### src/psd_pkg.sv
// shared constants for the host-to-pci sparse/dense memory bridge
package psd_pkg;
  // host address bus
  localparam int HADDR_W = 34;
  localparam int HADDR_LO = 5;
  localparam int SPACE_HI = 33;
  localparam int SPACE_LO = 32;
  localparam logic [1:0] SPACE_SPARSE = 2'h2;
  localparam logic [1:0] SPACE_DENSE = 2'h3;
  // sparse field positions
  localparam int SP_QW_HI = 31;
  localparam int SP_QW_LO = 8;
  localparam int SP_EXT_SEL_HI = 31;
  localparam int SP_EXT_SEL_LO = 29;
  localparam int SP_LW_SEL = 7;
  localparam int SP_LANE_HI = 6;
  localparam int SP_LANE_LO = 5;
  localparam int SP_LEN_HI = 4;
  localparam int SP_LEN_LO = 3;
  // dense field positions
  localparam int DN_LINE_HI = 31;
  localparam int DN_LINE_LO = 5;
  // pci side
  localparam int PCI_EXT_W = 5;
  localparam logic [4:0] FIXED_ZERO_EXTENSION = 5'h00;
  localparam int LW_W = 32;
  localparam int BE_W = 4;
  localparam int LINE_LW = 8;
  localparam int MASK_W = 8;
  localparam int QW_W = 64;
  localparam logic [3:0] BE_ALL_ON = 4'h0;
  localparam logic [3:0] BE_ALL_OFF = 4'hf;
  // length codes carried in host bits 4:3
  localparam logic [1:0] LEN_BYTE = 2'h0;
  localparam logic [1:0] LEN_WORD = 2'h1;
  localparam logic [1:0] LEN_TRIBYTE = 2'h2;
  localparam logic [1:0] LEN_LONG = 2'h3;
  localparam logic [1:0] LANE_QUAD = 2'h3;
  localparam logic [7:0] MASK_QUAD_WRITE = 8'hc0;
  localparam logic [7:0] MASK_PAIR_ONE = 8'h01;
endpackage

### src/psd_host_if.sv
// host processor bus between the host end and the bridge end
`timescale 1ns/10ps
`default_nettype none
interface psd_host_if;
  logic                                            req;
  logic                                            we;
  logic [psd_pkg::HADDR_W-1:psd_pkg::HADDR_LO]     addr;
  logic [psd_pkg::MASK_W-1:0]                      cwmask;
  logic [psd_pkg::LINE_LW*psd_pkg::LW_W-1:0]       wdata;
  logic                                            ack;
  logic [psd_pkg::QW_W-1:0]                        rdata;

  modport bridge (
    input  req,
    input  we,
    input  addr,
    input  cwmask,
    input  wdata,
    output ack,
    output rdata
  );
  modport host (
    output req,
    output we,
    output addr,
    output cwmask,
    output wdata,
    input  ack,
    input  rdata
  );
endinterface
`default_nettype wire

### src/psd_sparse_lane_dec.sv
// sparse space length/lane to active-low pci byte enable decoder
`timescale 1ns/10ps
`default_nettype none
module psd_sparse_lane_dec (
  input  wire logic [1:0] len_i,
  input  wire logic [1:0] lane_i,
  output logic [3:0]      be_n_o,
  output logic            quad_o,
  output logic            illegal_o
);
  logic [7:0] ones;
  logic [7:0] shifted;

  always_comb begin
    // len 0..3 selects 1..4 lanes starting at lane_i
    ones = 8'h0f >> (2'h3 - len_i);
    shifted = ones << lane_i;
    quad_o = (len_i == psd_pkg::LEN_LONG) && (lane_i == psd_pkg::LANE_QUAD);
    illegal_o = !quad_o && (|shifted[7:4]);
    if (quad_o) begin
      be_n_o = psd_pkg::BE_ALL_ON;
    end else begin
      // illegal combos still yield an enable pattern so the cycle completes
      be_n_o = ~shifted[3:0];
    end
  end
endmodule
`default_nettype wire

### src/psd_bridge.sv
// bridge end: host sparse/dense memory access to pci memory bursts
`timescale 1ns/10ps
`default_nettype none
// What this block does
// - bits 33:32 select sparse or dense memory
// - sparse host 31:8 drives pci 26:3
// - sparse 4GB host covers 128MB pci
// - pci 31:27 zero or from extension
// - bits 4:3 length, 6:5 lane, enables
// - byte enables active low
// - pci bit 2 from host 7, quad 000
// - illegal sparse combos still complete
// - reads take bits 4:3 from mask
// - sparse writes derive 4:3 from mask pairs
// - host: quadword max, barrier after writes
// - host: sub-quad write mask single 01 pair
// - host: quad write mask is 11000000
// - host: proper load forms per size
// - dense host 31:5 maps to pci 31:5
// - host: dense minimum is a longword
// - dense reads are two longword bursts
// - dense writes burst up to eight longwords
// - any dense mask, holes sent disabled
// - targets accept all-disabled data phases
// - dense read prefetch is allowed
module psd_bridge (
  input  wire logic                   clk_i,
  input  wire logic                   srst_i,
  psd_host_if.bridge                  host,
  input  wire logic [4:0]             mem_high_extension_reg_i,
  output logic                        pci_req_o,
  output logic                        pci_write_o,
  output logic [31:0]                 pci_addr_o,
  output logic [3:0]                  pci_be_n_o,
  output logic [31:0]                 pci_wdata_o,
  output logic                        pci_last_o,
  input  wire logic                   pci_ready_i,
  input  wire logic [31:0]            pci_rdata_i
);
  typedef enum {ST_IDLE, ST_BURST, ST_ACK} psd_brg_state_e;

  psd_brg_state_e state_q;
  logic [2:0]     beat_q;
  logic [2:0]     last_beat_q;
  logic [31:0]    be8_q;
  logic [255:0]   wd_q;
  logic [63:0]    rd_q;
  logic [63:0]    rd_nxt;

  logic [1:0]     space;
  logic [1:0]     len;
  logic [1:0]     lane;
  logic [3:0]     sp_be_n;
  logic           sp_quad;
  logic [4:0]     ext;
  logic [2:0]     first_lw;
  logic [2:0]     last_lw;
  logic           go_d;
  logic [31:0]    addr_d;
  logic [31:0]    be8_d;
  logic [2:0]     first_d;
  logic [2:0]     last_d;
  logic [2:0]     beat_inc;

  // sparse write length: highest nonzero mask pair wins so 11000000 means quad
  function automatic logic [1:0] write_len(input logic [7:0] m);
    logic [1:0] l;
    l = psd_pkg::LEN_BYTE;
    if (|m[7:6]) begin
      l = psd_pkg::LEN_LONG;
    end else if (|m[5:4]) begin
      l = psd_pkg::LEN_TRIBYTE;
    end else if (|m[3:2]) begin
      l = psd_pkg::LEN_WORD;
    end
    return l;
  endfunction

  function automatic logic [2:0] lowest_set(input logic [7:0] m);
    logic [2:0] r;
    r = 3'h0;
    for (int i = 7; i >= 0; i--) begin
      if (m[i]) begin
        r = i[2:0];
      end
    end
    return r;
  endfunction

  function automatic logic [2:0] highest_set(input logic [7:0] m);
    logic [2:0] r;
    r = 3'h0;
    for (int i = 0; i < 8; i++) begin
      if (m[i]) begin
        r = i[2:0];
      end
    end
    return r;
  endfunction

  psd_sparse_lane_dec u_lane_dec (
    .len_i     (len),
    .lane_i    (lane),
    .be_n_o    (sp_be_n),
    .quad_o    (sp_quad),
    .illegal_o ()
  );

  always_comb begin
    space = host.addr[psd_pkg::SPACE_HI:psd_pkg::SPACE_LO];
    // host bits 4:3 never travel as address; they live in the mask
    len = host.we ? write_len(host.cwmask) : host.cwmask[1:0];
    lane = host.addr[psd_pkg::SP_LANE_HI:psd_pkg::SP_LANE_LO];
    // lower 16MB of sparse space is pinned to pci zero
    if (host.addr[psd_pkg::SP_EXT_SEL_HI:psd_pkg::SP_EXT_SEL_LO] == 3'h0) begin
      ext = psd_pkg::FIXED_ZERO_EXTENSION;
    end else begin
      ext = mem_high_extension_reg_i;
    end
    first_lw = lowest_set(host.cwmask);
    last_lw = highest_set(host.cwmask);
    go_d = 1'b0;
    addr_d = 32'h0;
    be8_d = {8{psd_pkg::BE_ALL_OFF}};
    first_d = 3'h0;
    last_d = 3'h0;
    if (space == psd_pkg::SPACE_SPARSE) begin
      go_d = 1'b1;
      // 24 quadword bits plus 5 extension bits: 4GB of host in 128MB of pci
      addr_d = {ext, host.addr[psd_pkg::SP_QW_HI:psd_pkg::SP_QW_LO],
                sp_quad ? 3'h0 : {host.addr[psd_pkg::SP_LW_SEL], 2'h0}};
      be8_d[3:0] = sp_be_n;
      if (sp_quad) begin
        be8_d[7:4] = psd_pkg::BE_ALL_ON;
        last_d = 3'h1;
      end
    end else if (space == psd_pkg::SPACE_DENSE) begin
      if (!host.we) begin
        // whole quadword fetched; extra longword has no side effects
        go_d = 1'b1;
        addr_d = {host.addr[psd_pkg::DN_LINE_HI:psd_pkg::DN_LINE_LO],
                  host.cwmask[1:0], 3'h0};
        be8_d[7:0] = {psd_pkg::BE_ALL_ON, psd_pkg::BE_ALL_ON};
        last_d = 3'h1;
      end else begin
        go_d = |host.cwmask;
        addr_d = {host.addr[psd_pkg::DN_LINE_HI:psd_pkg::DN_LINE_LO],
                  first_lw, 2'h0};
        for (int i = 0; i < psd_pkg::LINE_LW; i++) begin
          // holes between first and last still get a data phase, disabled
          be8_d[i*4 +: 4] = host.cwmask[i] ? psd_pkg::BE_ALL_ON
                                           : psd_pkg::BE_ALL_OFF;
        end
        first_d = first_lw;
        last_d = last_lw;
      end
    end
  end

  always_comb begin
    beat_inc = beat_q + 3'h1;
    rd_nxt = rd_q;
    rd_nxt[beat_q[0]*32 +: 32] = pci_rdata_i;
  end

  always_ff @(posedge clk_i) begin
    if (srst_i) begin
      state_q <= ST_IDLE;
      host.ack <= 1'b0;
      pci_req_o <= 1'b0;
      pci_write_o <= 1'b0;
      pci_addr_o <= 32'h0;
      pci_be_n_o <= psd_pkg::BE_ALL_OFF;
      pci_wdata_o <= 32'h0;
      pci_last_o <= 1'b0;
      beat_q <= 3'h0;
      last_beat_q <= 3'h0;
      be8_q <= 32'hffffffff;
      wd_q <= '0;
    end else begin
      case (state_q)
        ST_IDLE: begin
          if (host.req && go_d) begin
            state_q <= ST_BURST;
            pci_req_o <= 1'b1;
            pci_write_o <= host.we;
            pci_addr_o <= addr_d;
            pci_be_n_o <= be8_d[first_d*4 +: 4];
            pci_wdata_o <= host.wdata[first_d*32 +: 32];
            pci_last_o <= (first_d == last_d);
            beat_q <= first_d;
            last_beat_q <= last_d;
            be8_q <= be8_d;
            wd_q <= host.wdata;
          end else if (host.req) begin
            // other spaces and dense writes with empty masks complete with no pci cycle
            state_q <= ST_ACK;
            host.ack <= 1'b1;
          end
        end
        ST_BURST: begin
          if (pci_ready_i) begin
            if (pci_last_o) begin
              state_q <= ST_ACK;
              host.ack <= 1'b1;
              pci_req_o <= 1'b0;
              pci_last_o <= 1'b0;
              pci_be_n_o <= psd_pkg::BE_ALL_OFF;
            end else begin
              beat_q <= beat_inc;
              pci_be_n_o <= be8_q[beat_inc*4 +: 4];
              pci_wdata_o <= wd_q[beat_inc*32 +: 32];
              pci_last_o <= (beat_inc == last_beat_q);
            end
          end
        end
        ST_ACK: begin
          // host drops req on the edge that sees ack
          state_q <= ST_IDLE;
          host.ack <= 1'b0;
        end
        default: begin
          state_q <= ST_IDLE;
        end
      endcase
    end
  end

  always_ff @(posedge clk_i) begin
    if (srst_i) begin
      rd_q <= 64'h0;
      host.rdata <= 64'h0;
    end else if (state_q == ST_IDLE && host.req) begin
      rd_q <= 64'h0;
    end else if (state_q == ST_BURST && pci_ready_i && !pci_write_o) begin
      rd_q <= rd_nxt;
      if (pci_last_o) begin
        host.rdata <= rd_nxt;
      end
    end
  end
endmodule
`default_nettype wire

### src/flat_wrapper.sv
// flat-port wrapper written by rule: the top's interface ports become plain ports
module psd_bridge_flat 
  (clk_i, srst_i, mem_high_extension_reg_i, pci_req_o, pci_write_o, pci_addr_o, pci_be_n_o, pci_wdata_o, pci_last_o, pci_ready_i, pci_rdata_i, host_req, host_we, host_addr, host_cwmask, host_wdata, host_ack, host_rdata);
  psd_host_if host_i ();
  input  wire logic clk_i;
  input  wire logic srst_i;
  input  wire logic [4:0] mem_high_extension_reg_i;
  output logic pci_req_o;
  output logic pci_write_o;
  output logic [31:0] pci_addr_o;
  output logic [3:0] pci_be_n_o;
  output logic [31:0] pci_wdata_o;
  output logic pci_last_o;
  input  wire logic pci_ready_i;
  input  wire logic [31:0] pci_rdata_i;
  input wire logic [$bits(host_i.req)-1:0] host_req;
  input wire logic [$bits(host_i.we)-1:0] host_we;
  input wire logic [$bits(host_i.addr)-1:0] host_addr;
  input wire logic [$bits(host_i.cwmask)-1:0] host_cwmask;
  input wire logic [$bits(host_i.wdata)-1:0] host_wdata;
  output wire logic [$bits(host_i.ack)-1:0] host_ack;
  output wire logic [$bits(host_i.rdata)-1:0] host_rdata;
  assign host_i.req = host_req;
  assign host_i.we = host_we;
  assign host_i.addr = host_addr;
  assign host_i.cwmask = host_cwmask;
  assign host_i.wdata = host_wdata;
  assign host_ack = host_i.ack;
  assign host_rdata = host_i.rdata;
  psd_bridge u_core (.clk_i(clk_i), .srst_i(srst_i), .host(host_i), .mem_high_extension_reg_i(mem_high_extension_reg_i), .pci_req_o(pci_req_o), .pci_write_o(pci_write_o), .pci_addr_o(pci_addr_o), .pci_be_n_o(pci_be_n_o), .pci_wdata_o(pci_wdata_o), .pci_last_o(pci_last_o), .pci_ready_i(pci_ready_i), .pci_rdata_i(pci_rdata_i));
endmodule
### config.mk
export PLATFORM = sky130hd
export DESIGN_NAME = psd_bridge_flat
export DESIGN_NICKNAME = d
export VERILOG_FILES = /design/src/psd_pkg.sv /design/src/psd_host_if.sv /design/src/psd_sparse_lane_dec.sv /design/src/psd_bridge.sv /design/src/flat_wrapper.sv
export SDC_FILE = /design/constraint.sdc
export NUM_CORES = 1
export LEC_CHECK = 0
export BUFFER_PORTS_ARGS = -buffer_cell sky130_fd_sc_hd__buf_4
export CORE_ASPECT_RATIO = 0.8
export CORE_MARGIN = 8
export CORE_UTILIZATION = 55
export CTS_CLUSTER_SIZE = 16
export DETAILED_ROUTE_END_ITERATION = 8
export GPL_ROUTABILITY_DRIVEN = 0
export PLACE_DENSITY = 0.8
export SYNTH_ARGS = -nofsm -noshare
export SYNTH_HDL_FRONTEND = slang
export SYNTH_SLANG_ARGS = --single-unit
### constraint.sdc
create_clock -name clk_i -period 3.35 [get_ports clk_i]
set_input_delay 0.1675 -clock clk_i [delete_from_list [all_inputs] [get_ports clk_i]]
set_output_delay 0.1675 -clock clk_i [all_outputs]
set_load 0.02 [all_outputs]
* Word-level counts from Yosys, hierarchy flattened
Index checks and enable logic that the tools add are counted.
Word-level totals: input bits 335, register bits 526, output and inout port bits 136
Operators by class: $add $sub $neg 3, shift operators 8, bitwise operators 2, equal/unequal tests 16, reductions and logical operators 23, muxes and demuxes 80
Operator list (count):
- $shiftx 256x9->32 | 2
- $mux 32 | 10
- $pmux 32 s2 | 2
- $mux 3 | 22
- $bwmux 64 | 1
- $eq 32x2->1 const B | 2
- $logic_not 32->1 | 2
- $shift 32x34->64 const A | 1
- $shiftx 32x34->64 | 1
- $shiftx 32x6->4 | 2
- $mux 4 | 13
- $mux 24 | 2
- $neg 6->34 | 1
- $eq 32x1->1 const B | 1
- $mux 1 | 16
- $mux 8 | 2
- $mux 2 | 5
- $mux 5 | 2
- $reduce_and 3->1 | 3
- $eq 2x2->1 const B | 4
- $ne 2x2->1 const B | 4
- $pmux 4 s2 | 1
- $reduce_and 4->1 | 2
- $reduce_or 2->1 | 4
- other kinds (20) | 27

* Logic depth before layout (Yosys ltp)
depth in word-level cells 14, depth in mapped cells 11, mapped depth without buffers 7

* Modules after synthesis
A second synthesis with hierarchy kept.
Unflattened totals: cell total of the unflattened synthesis 2641, area, all modules 22491.6 sq um
By module, submodules not included:
- psd_bridge | times used 1, cells an instance 2620, area each 22391.5 sq um, seq. area each 9469.1 sq um
- psd_sparse_lane_dec | times used 1, cells an instance 21, area each 100.1 sq um, seq. area each 0.0 sq um

* Worst setup path before layout
OpenSTA, ideal clock, no wires.
path type register to register, start point register u_core.beat_q[0], end point register u_core.pci_wdata_o[30], buffers on the path 3, data required time 3.233 ns, stages on the path, launching flop included 11, slack 0.797 ns, data arrival time 2.436 ns, cells stage by stage dfxtp_1 ha_1 clkbuf_1 buf_2 buf_2 mux4_2 nand3_1 o211ai_1 nor2_1 o221ai_1 and4bb_2
Between the ends: word-level cells in the longest chain between the ends 5
Ends and longest elaborated chain:
- start, declared | line psd_bridge.sv:43 | logic [2:0] beat_q;
- start signal, assigned | line psd_bridge.sv:191 | beat_q <= first_d;
- start signal, assigned | line psd_bridge.sv:210 | beat_q <= beat_inc;
- $add 3x1->3 | line psd_bridge.sv:161 | beat_inc = beat_q + 3'h1;
- $shiftx 256x9->32 | line psd_bridge.sv:212 | pci_wdata_o <= wd_q[beat_inc*32 +: 32];
- $mux 32 | line psd_bridge.sv:203 | if (pci_last_o) begin
- $mux 32 | line psd_bridge.sv:202 | if (pci_ready_i) begin
- $pmux 32 s2 | line psd_bridge.sv:181 | case (state_q)
- end signal, assigned | line psd_bridge.sv:189 | pci_wdata_o <= host.wdata[first_d*32 +: 32];
- end signal, assigned | line psd_bridge.sv:212
- end, declared | line psd_bridge.sv:35 | output logic [31:0] pci_wdata_o,
Every way passes these cells. The select of a mux whose other input is x is not followed. A chain may end at the register's enable or synchronous reset.

* Final worst setup path
start point input port host_cwmask[4], end point register u_core.pci_wdata_o[13]
Between the ends: word-level cells in the longest chain between the ends 11
Ends and longest elaborated chain:
- start, declared | line flat_wrapper.sv:19 | input wire logic [$bits(host_i.cwmask)-1:0] host_cwmask;
- $mux 3 (5 in a row) | line psd_bridge.sv:83 | if (m[i]) begin
- $mux 3 | line psd_bridge.sv:138 | if (!host.we) begin
- $mux 3 | line psd_bridge.sv:137 | end else if (space == psd_pkg::SPACE_DENSE) begin
- $mux 3 | line psd_bridge.sv:127 | if (space == psd_pkg::SPACE_SPARSE) begin
- $shiftx 256x9->32 | line psd_bridge.sv:189
- $mux 32 | line psd_bridge.sv:183 | if (host.req && go_d) begin
- $pmux 32 s2 | line psd_bridge.sv:181
Parallel ways exist; a longest one is shown, timed or not. The select of a mux whose other input is x is not followed.

==> tab_implementation.tex <==
\begin{tabular}{lr}
\hline
Metric & Value \\
\hline
\multicolumn{2}{l}{\textbf{Setup path}} \\
Maximum fanout encountered on the critical timing path & 72 \\
Cell repeated most along the worst path & buf\_4 \\
Startpoint of the lowest-slack register-to-register path & u\_core.state\_q[0]\$\_SDFFE\_PP0P\_ \\
Crit path max-delay family & simple AND/OR/NAND/NOR gates \\
Critical path buffers and inverters & 3 \\
Crit-path max cell delay & 0.66 ns \\
Worst setup startpoint & host\_cwmask[4] \\
Worst setup path category & primary input to flop \\
CP cell instances & dlygate4sd3\_1, buf\_4, or4\_1, o311a\_4, buf\_4, o211ai\_1, nor2\_1, o221ai\_2, nor4bb\_1 \\
Critical path arrival & 3.73 ns \\
Endpoint class of the critical path & flop \\
Worst setup SP type & primary input \\
Crit path max-delay cell type & or4\_1 \\
Data required time of the critical path & 3.79 ns \\
\multicolumn{2}{l}{\textbf{Synthesis}} \\
Number of flops mapped to enable cells by yosys & 0 \\
Number of unique standard cell types used by synthesis & 58 \\
Flop and latch count out of synthesis & 473 \\
Ys async rst share & 0 \\
Most used flip-flop cell after synthesis & dfxtp\_1 \\
Per-instance average area after synthesis & 8.41 µm² \\
Count of synthesis-stage warnings from yosys & 0 \\
Part of the Yosys area used for sequential elements & 0.423 \\
Synthesized instance count & 2658 \\
Mapped Area & 0.0224 mm² \\
\multicolumn{2}{l}{\textbf{Placed design}} \\
Port-buffer cells & 468 \\
Final HPWL DP & 58400 µm \\
\multicolumn{2}{l}{\textbf{Detailed routing}} \\
Detailed-route vias per instance & 6.44 \\
Detail Route Antenna Nets & 0 \\
Number of DRC markers after the initial detailed-route iteration & 3889 \\
Vias after detailed routing & 25000 \\
Initial DRT Pass Iterations & 9 \\
Final Routed Wirelength & 97000 µm \\
DR DRC count & 1 \\
Average wire per standard cell & 25.0 µm \\
\multicolumn{2}{l}{\textbf{CTS}} \\
Post-CTS Setup Inserts & 0 \\
Number of buffers created by CTS & 48 \\
TritonCTS clock tree & done \\
Count of hold buffers inserted by post-cts repair & 308 \\
Post-CTS clock slew at the launch and capture registers of the worst setup and hold paths & 0.06 ns \\
Post-cts repair resize count & 0 \\
Root buffer cell & clkbuf\_16 \\
\# clock sinks & 473 \\
Later-pin clock latency in the skew report & 0.60 ns \\
CTS H-tree depth & 2 \\
Clk buf depth & 3 \\
\multicolumn{2}{l}{\textbf{Status}} \\
Status & finished, violations left \\
Violations in the final reports & design-rule violations \\
\multicolumn{2}{l}{\textbf{Floorplan}} \\
Die footprint & 0.0474 mm² \\
Core Box Area & 0.0404 mm² \\
Horizontal die dimension & 241 µm \\
Initial cell density of the core & 0.554 \\
Row cnt & 66 \\
Count of boundary I/O pins & 471 \\
Die height & 196 µm \\
\multicolumn{2}{l}{\textbf{Global route}} \\
Overflow left after global routing & 0 \\
Total global-route track usage & 0.388 \\
First-pass GRT wire length & 145000 µm \\
Via count of the first global-routing pass & 24700 \\
Pin count of the biggest net entering global routing & 140 \\
Antenna violations before repair & 23 \\
\multicolumn{2}{l}{\textbf{Run}} \\
Max-cap violations & 0 \\
\multicolumn{2}{l}{\textbf{Pwr}} \\
Static Leakage & 11.5 nW \\
Cell Pwr Density & 474 mW/mm² \\
Worst vdd ir & 0.457 mV \\
\multicolumn{2}{l}{\textbf{Cells and area}} \\
Synthesis-to-finish area growth & 38.8\% \\
Final-stage net count & 3618 \\
Layout cell share with drive strength beyond 1 & 0.218 \\
\multicolumn{2}{l}{\textbf{STA}} \\
Post-route fraction of the period consumed by the critical path & 0.984 \\
Final number of setup-violating endpoints & 0 \\
Transition time at the pin with the least slew margin & 1.15 ns \\
Final critical path time including I/O delays and setup & 3.29 ns \\
Worst setup skew after layout & 0.0377 ns \\
Highest clock frequency the design can meet & 303 MHz \\
Worst hold slack across all endpoints & 0.0281 ns \\
Normalized max-slew margin & 0.232 \\
Max-slew violations & 0 \\
Final total negative setup slack & 0 ns \\
Final hold vios & 0 \\
Setup repair after global routing missed its margin & no \\
\multicolumn{2}{l}{\textbf{Worst hold path}} \\
Hold Startpoint & host\_req \\
Type of the worst min-delay path & primary input to flop \\
\hline
\end{tabular}
-- per-stage QoR --
stage	util	power (mW)	cells	worst slack, ns	area, µm²
after floorplan	-	7.31	2659	0.797	22400
after CTS	0.767	14.5	3864	0.469	31000
after global placement	0.647	8.21	3468	0.516	26100
after global routing	0.768	15.1	3877	0.151	31000
final	0.769	14.7	3881	0.0550	31000
after detailed placement	0.647	8.28	3468	0.425	26100
-- cells in the mapped netlist (all sizes together), types with 4 or more instances --
master	n	area [µm²]
dfxtp	473	9470
nand2b	6	37.5
and3	9	56.3
mux4	65	1460
nand3	92	460
nand2	687	2580
o211ai	33	248
a211o	5	43.8
or2	4	25.0
o21ai	16	80.1
nor4bb	20	200
buf	76	412
o31ai	4	35.0
mux2	23	259
clkbuf	169	634
a221oi	8	70.1
nor2	190	713
o221ai	64	604
mux2i	193	1930
o21a	4	30.0
a211oi	69	518
and2	5	31.3
nor3	10	50.1
o21bai	7	52.6
a21oi	374	1880
and4bb	12	150
-- state kept, by name (all words and copies together) (netlist names), 3 cells and up --
name and cells:
u_core.wd_q 256, u_core.host.rdata 64, u_core.pci_be_n_o 4, u_core.pci_addr_o 30, u_core.rd_q 64, u_core.pci_wdata_o 32, u_core.be8_q 11, u_core.beat_q 3
u_core.last_beat_q 3
-- power breakdown --
group / internal [mW] / leakage [nW] / switching, mW
sequential: 5.87 / 3.85 / 0.181
combinational: 1.14 / 6.76 / 1.44
clock: 3.66 / 0.873 / 2.40
total: 10.7 / 11.5 / 4.02
-- tightest hold or removal path, delay by kind of cell --
family | cells | cell delay, ns
and+or+nand+nor | 2 | 0.20
buffers and inverters | 1 | 0.12
AOI/OAI and AO/OA | 1 | 0.07
-- worst paths after layout --
check             slack (ns)                                  end  depth (start not counted)
setup / recovery        0.06  u_core.pci_wdata_o[13]$_SDFFE_PP0P_                          9
hold / removal          0.03       u_core.state_q[1]$_SDFFE_PP0P_                          4
setup reg to reg        0.20  u_core.pci_wdata_o[13]$_SDFFE_PP0P_                          8
hold reg to reg         0.45        u_core.wd_q[153]$_SDFFE_PP0P_                          2
-- layer usage --
metal / vias up / track usage / part of all wire
li1: 10600 / - / -
met2: 2160 / 0.598 / 0.44
met4: 18 / 0.203 / 0.068
met5: - / 0 / 0.0012
met3: 664 / 0.142 / 0.14
met1: 11600 / 0.470 / 0.36
-- layout make-up --
cell class / count / area (µm²)
inverters: 2 / 7.51
well taps: 544 / 681
multi-input cells: 1939 / 12000
flip-flops and latches: 473 / 9470
diodes: 17 / 42.5
repair buffers: 818 / 7090
clock buffers: 68 / 1430
clock inverters: 20 / 337
fillers: 2523 / 9350
-- cell families (layout without fill, tap and decap cells) --
logic type / after synthesis / in the layout / share of synthesized area
flops: 473 / 473 / 0.423
mux: 281 / 281 / 0.163
buf+inv: 247 / 908 / 0.0471
simple gates: 1050 / 1050 / 0.197
compound gates: 599 / 599 / 0.165
fa+ha+maj: 2 / 2 / 0.00101
other cells: 1 / 19 / 0.000168
xor+xnor: 5 / 5 / 0.00196
-- cell usage in the layout, fill, tap and decap left out, types with 14 or more instances in the layout --
cell type / synthesis / routed
a211oi_1: 69 / 69
a21oi_1: 373 / 372
buf_12: 0 / 14
buf_4: 5 / 495
clkbuf_16: 0 / 49
dfxtp_1: 473 / 472
diode_2: 0 / 17
dlygate4sd3_1: 0 / 308
mux2_2: 23 / 23
mux2i_1: 193 / 193
mux4_2: 65 / 65
nand2_1: 687 / 687
nand3_1: 92 / 91
nor2_1: 190 / 190
nor4bb_1: 20 / 20
o211ai_1: 33 / 33
o21ai_0: 16 / 15
o221ai_1: 57 / 57
No activity file was read; power rests on OpenSTA's default activity.
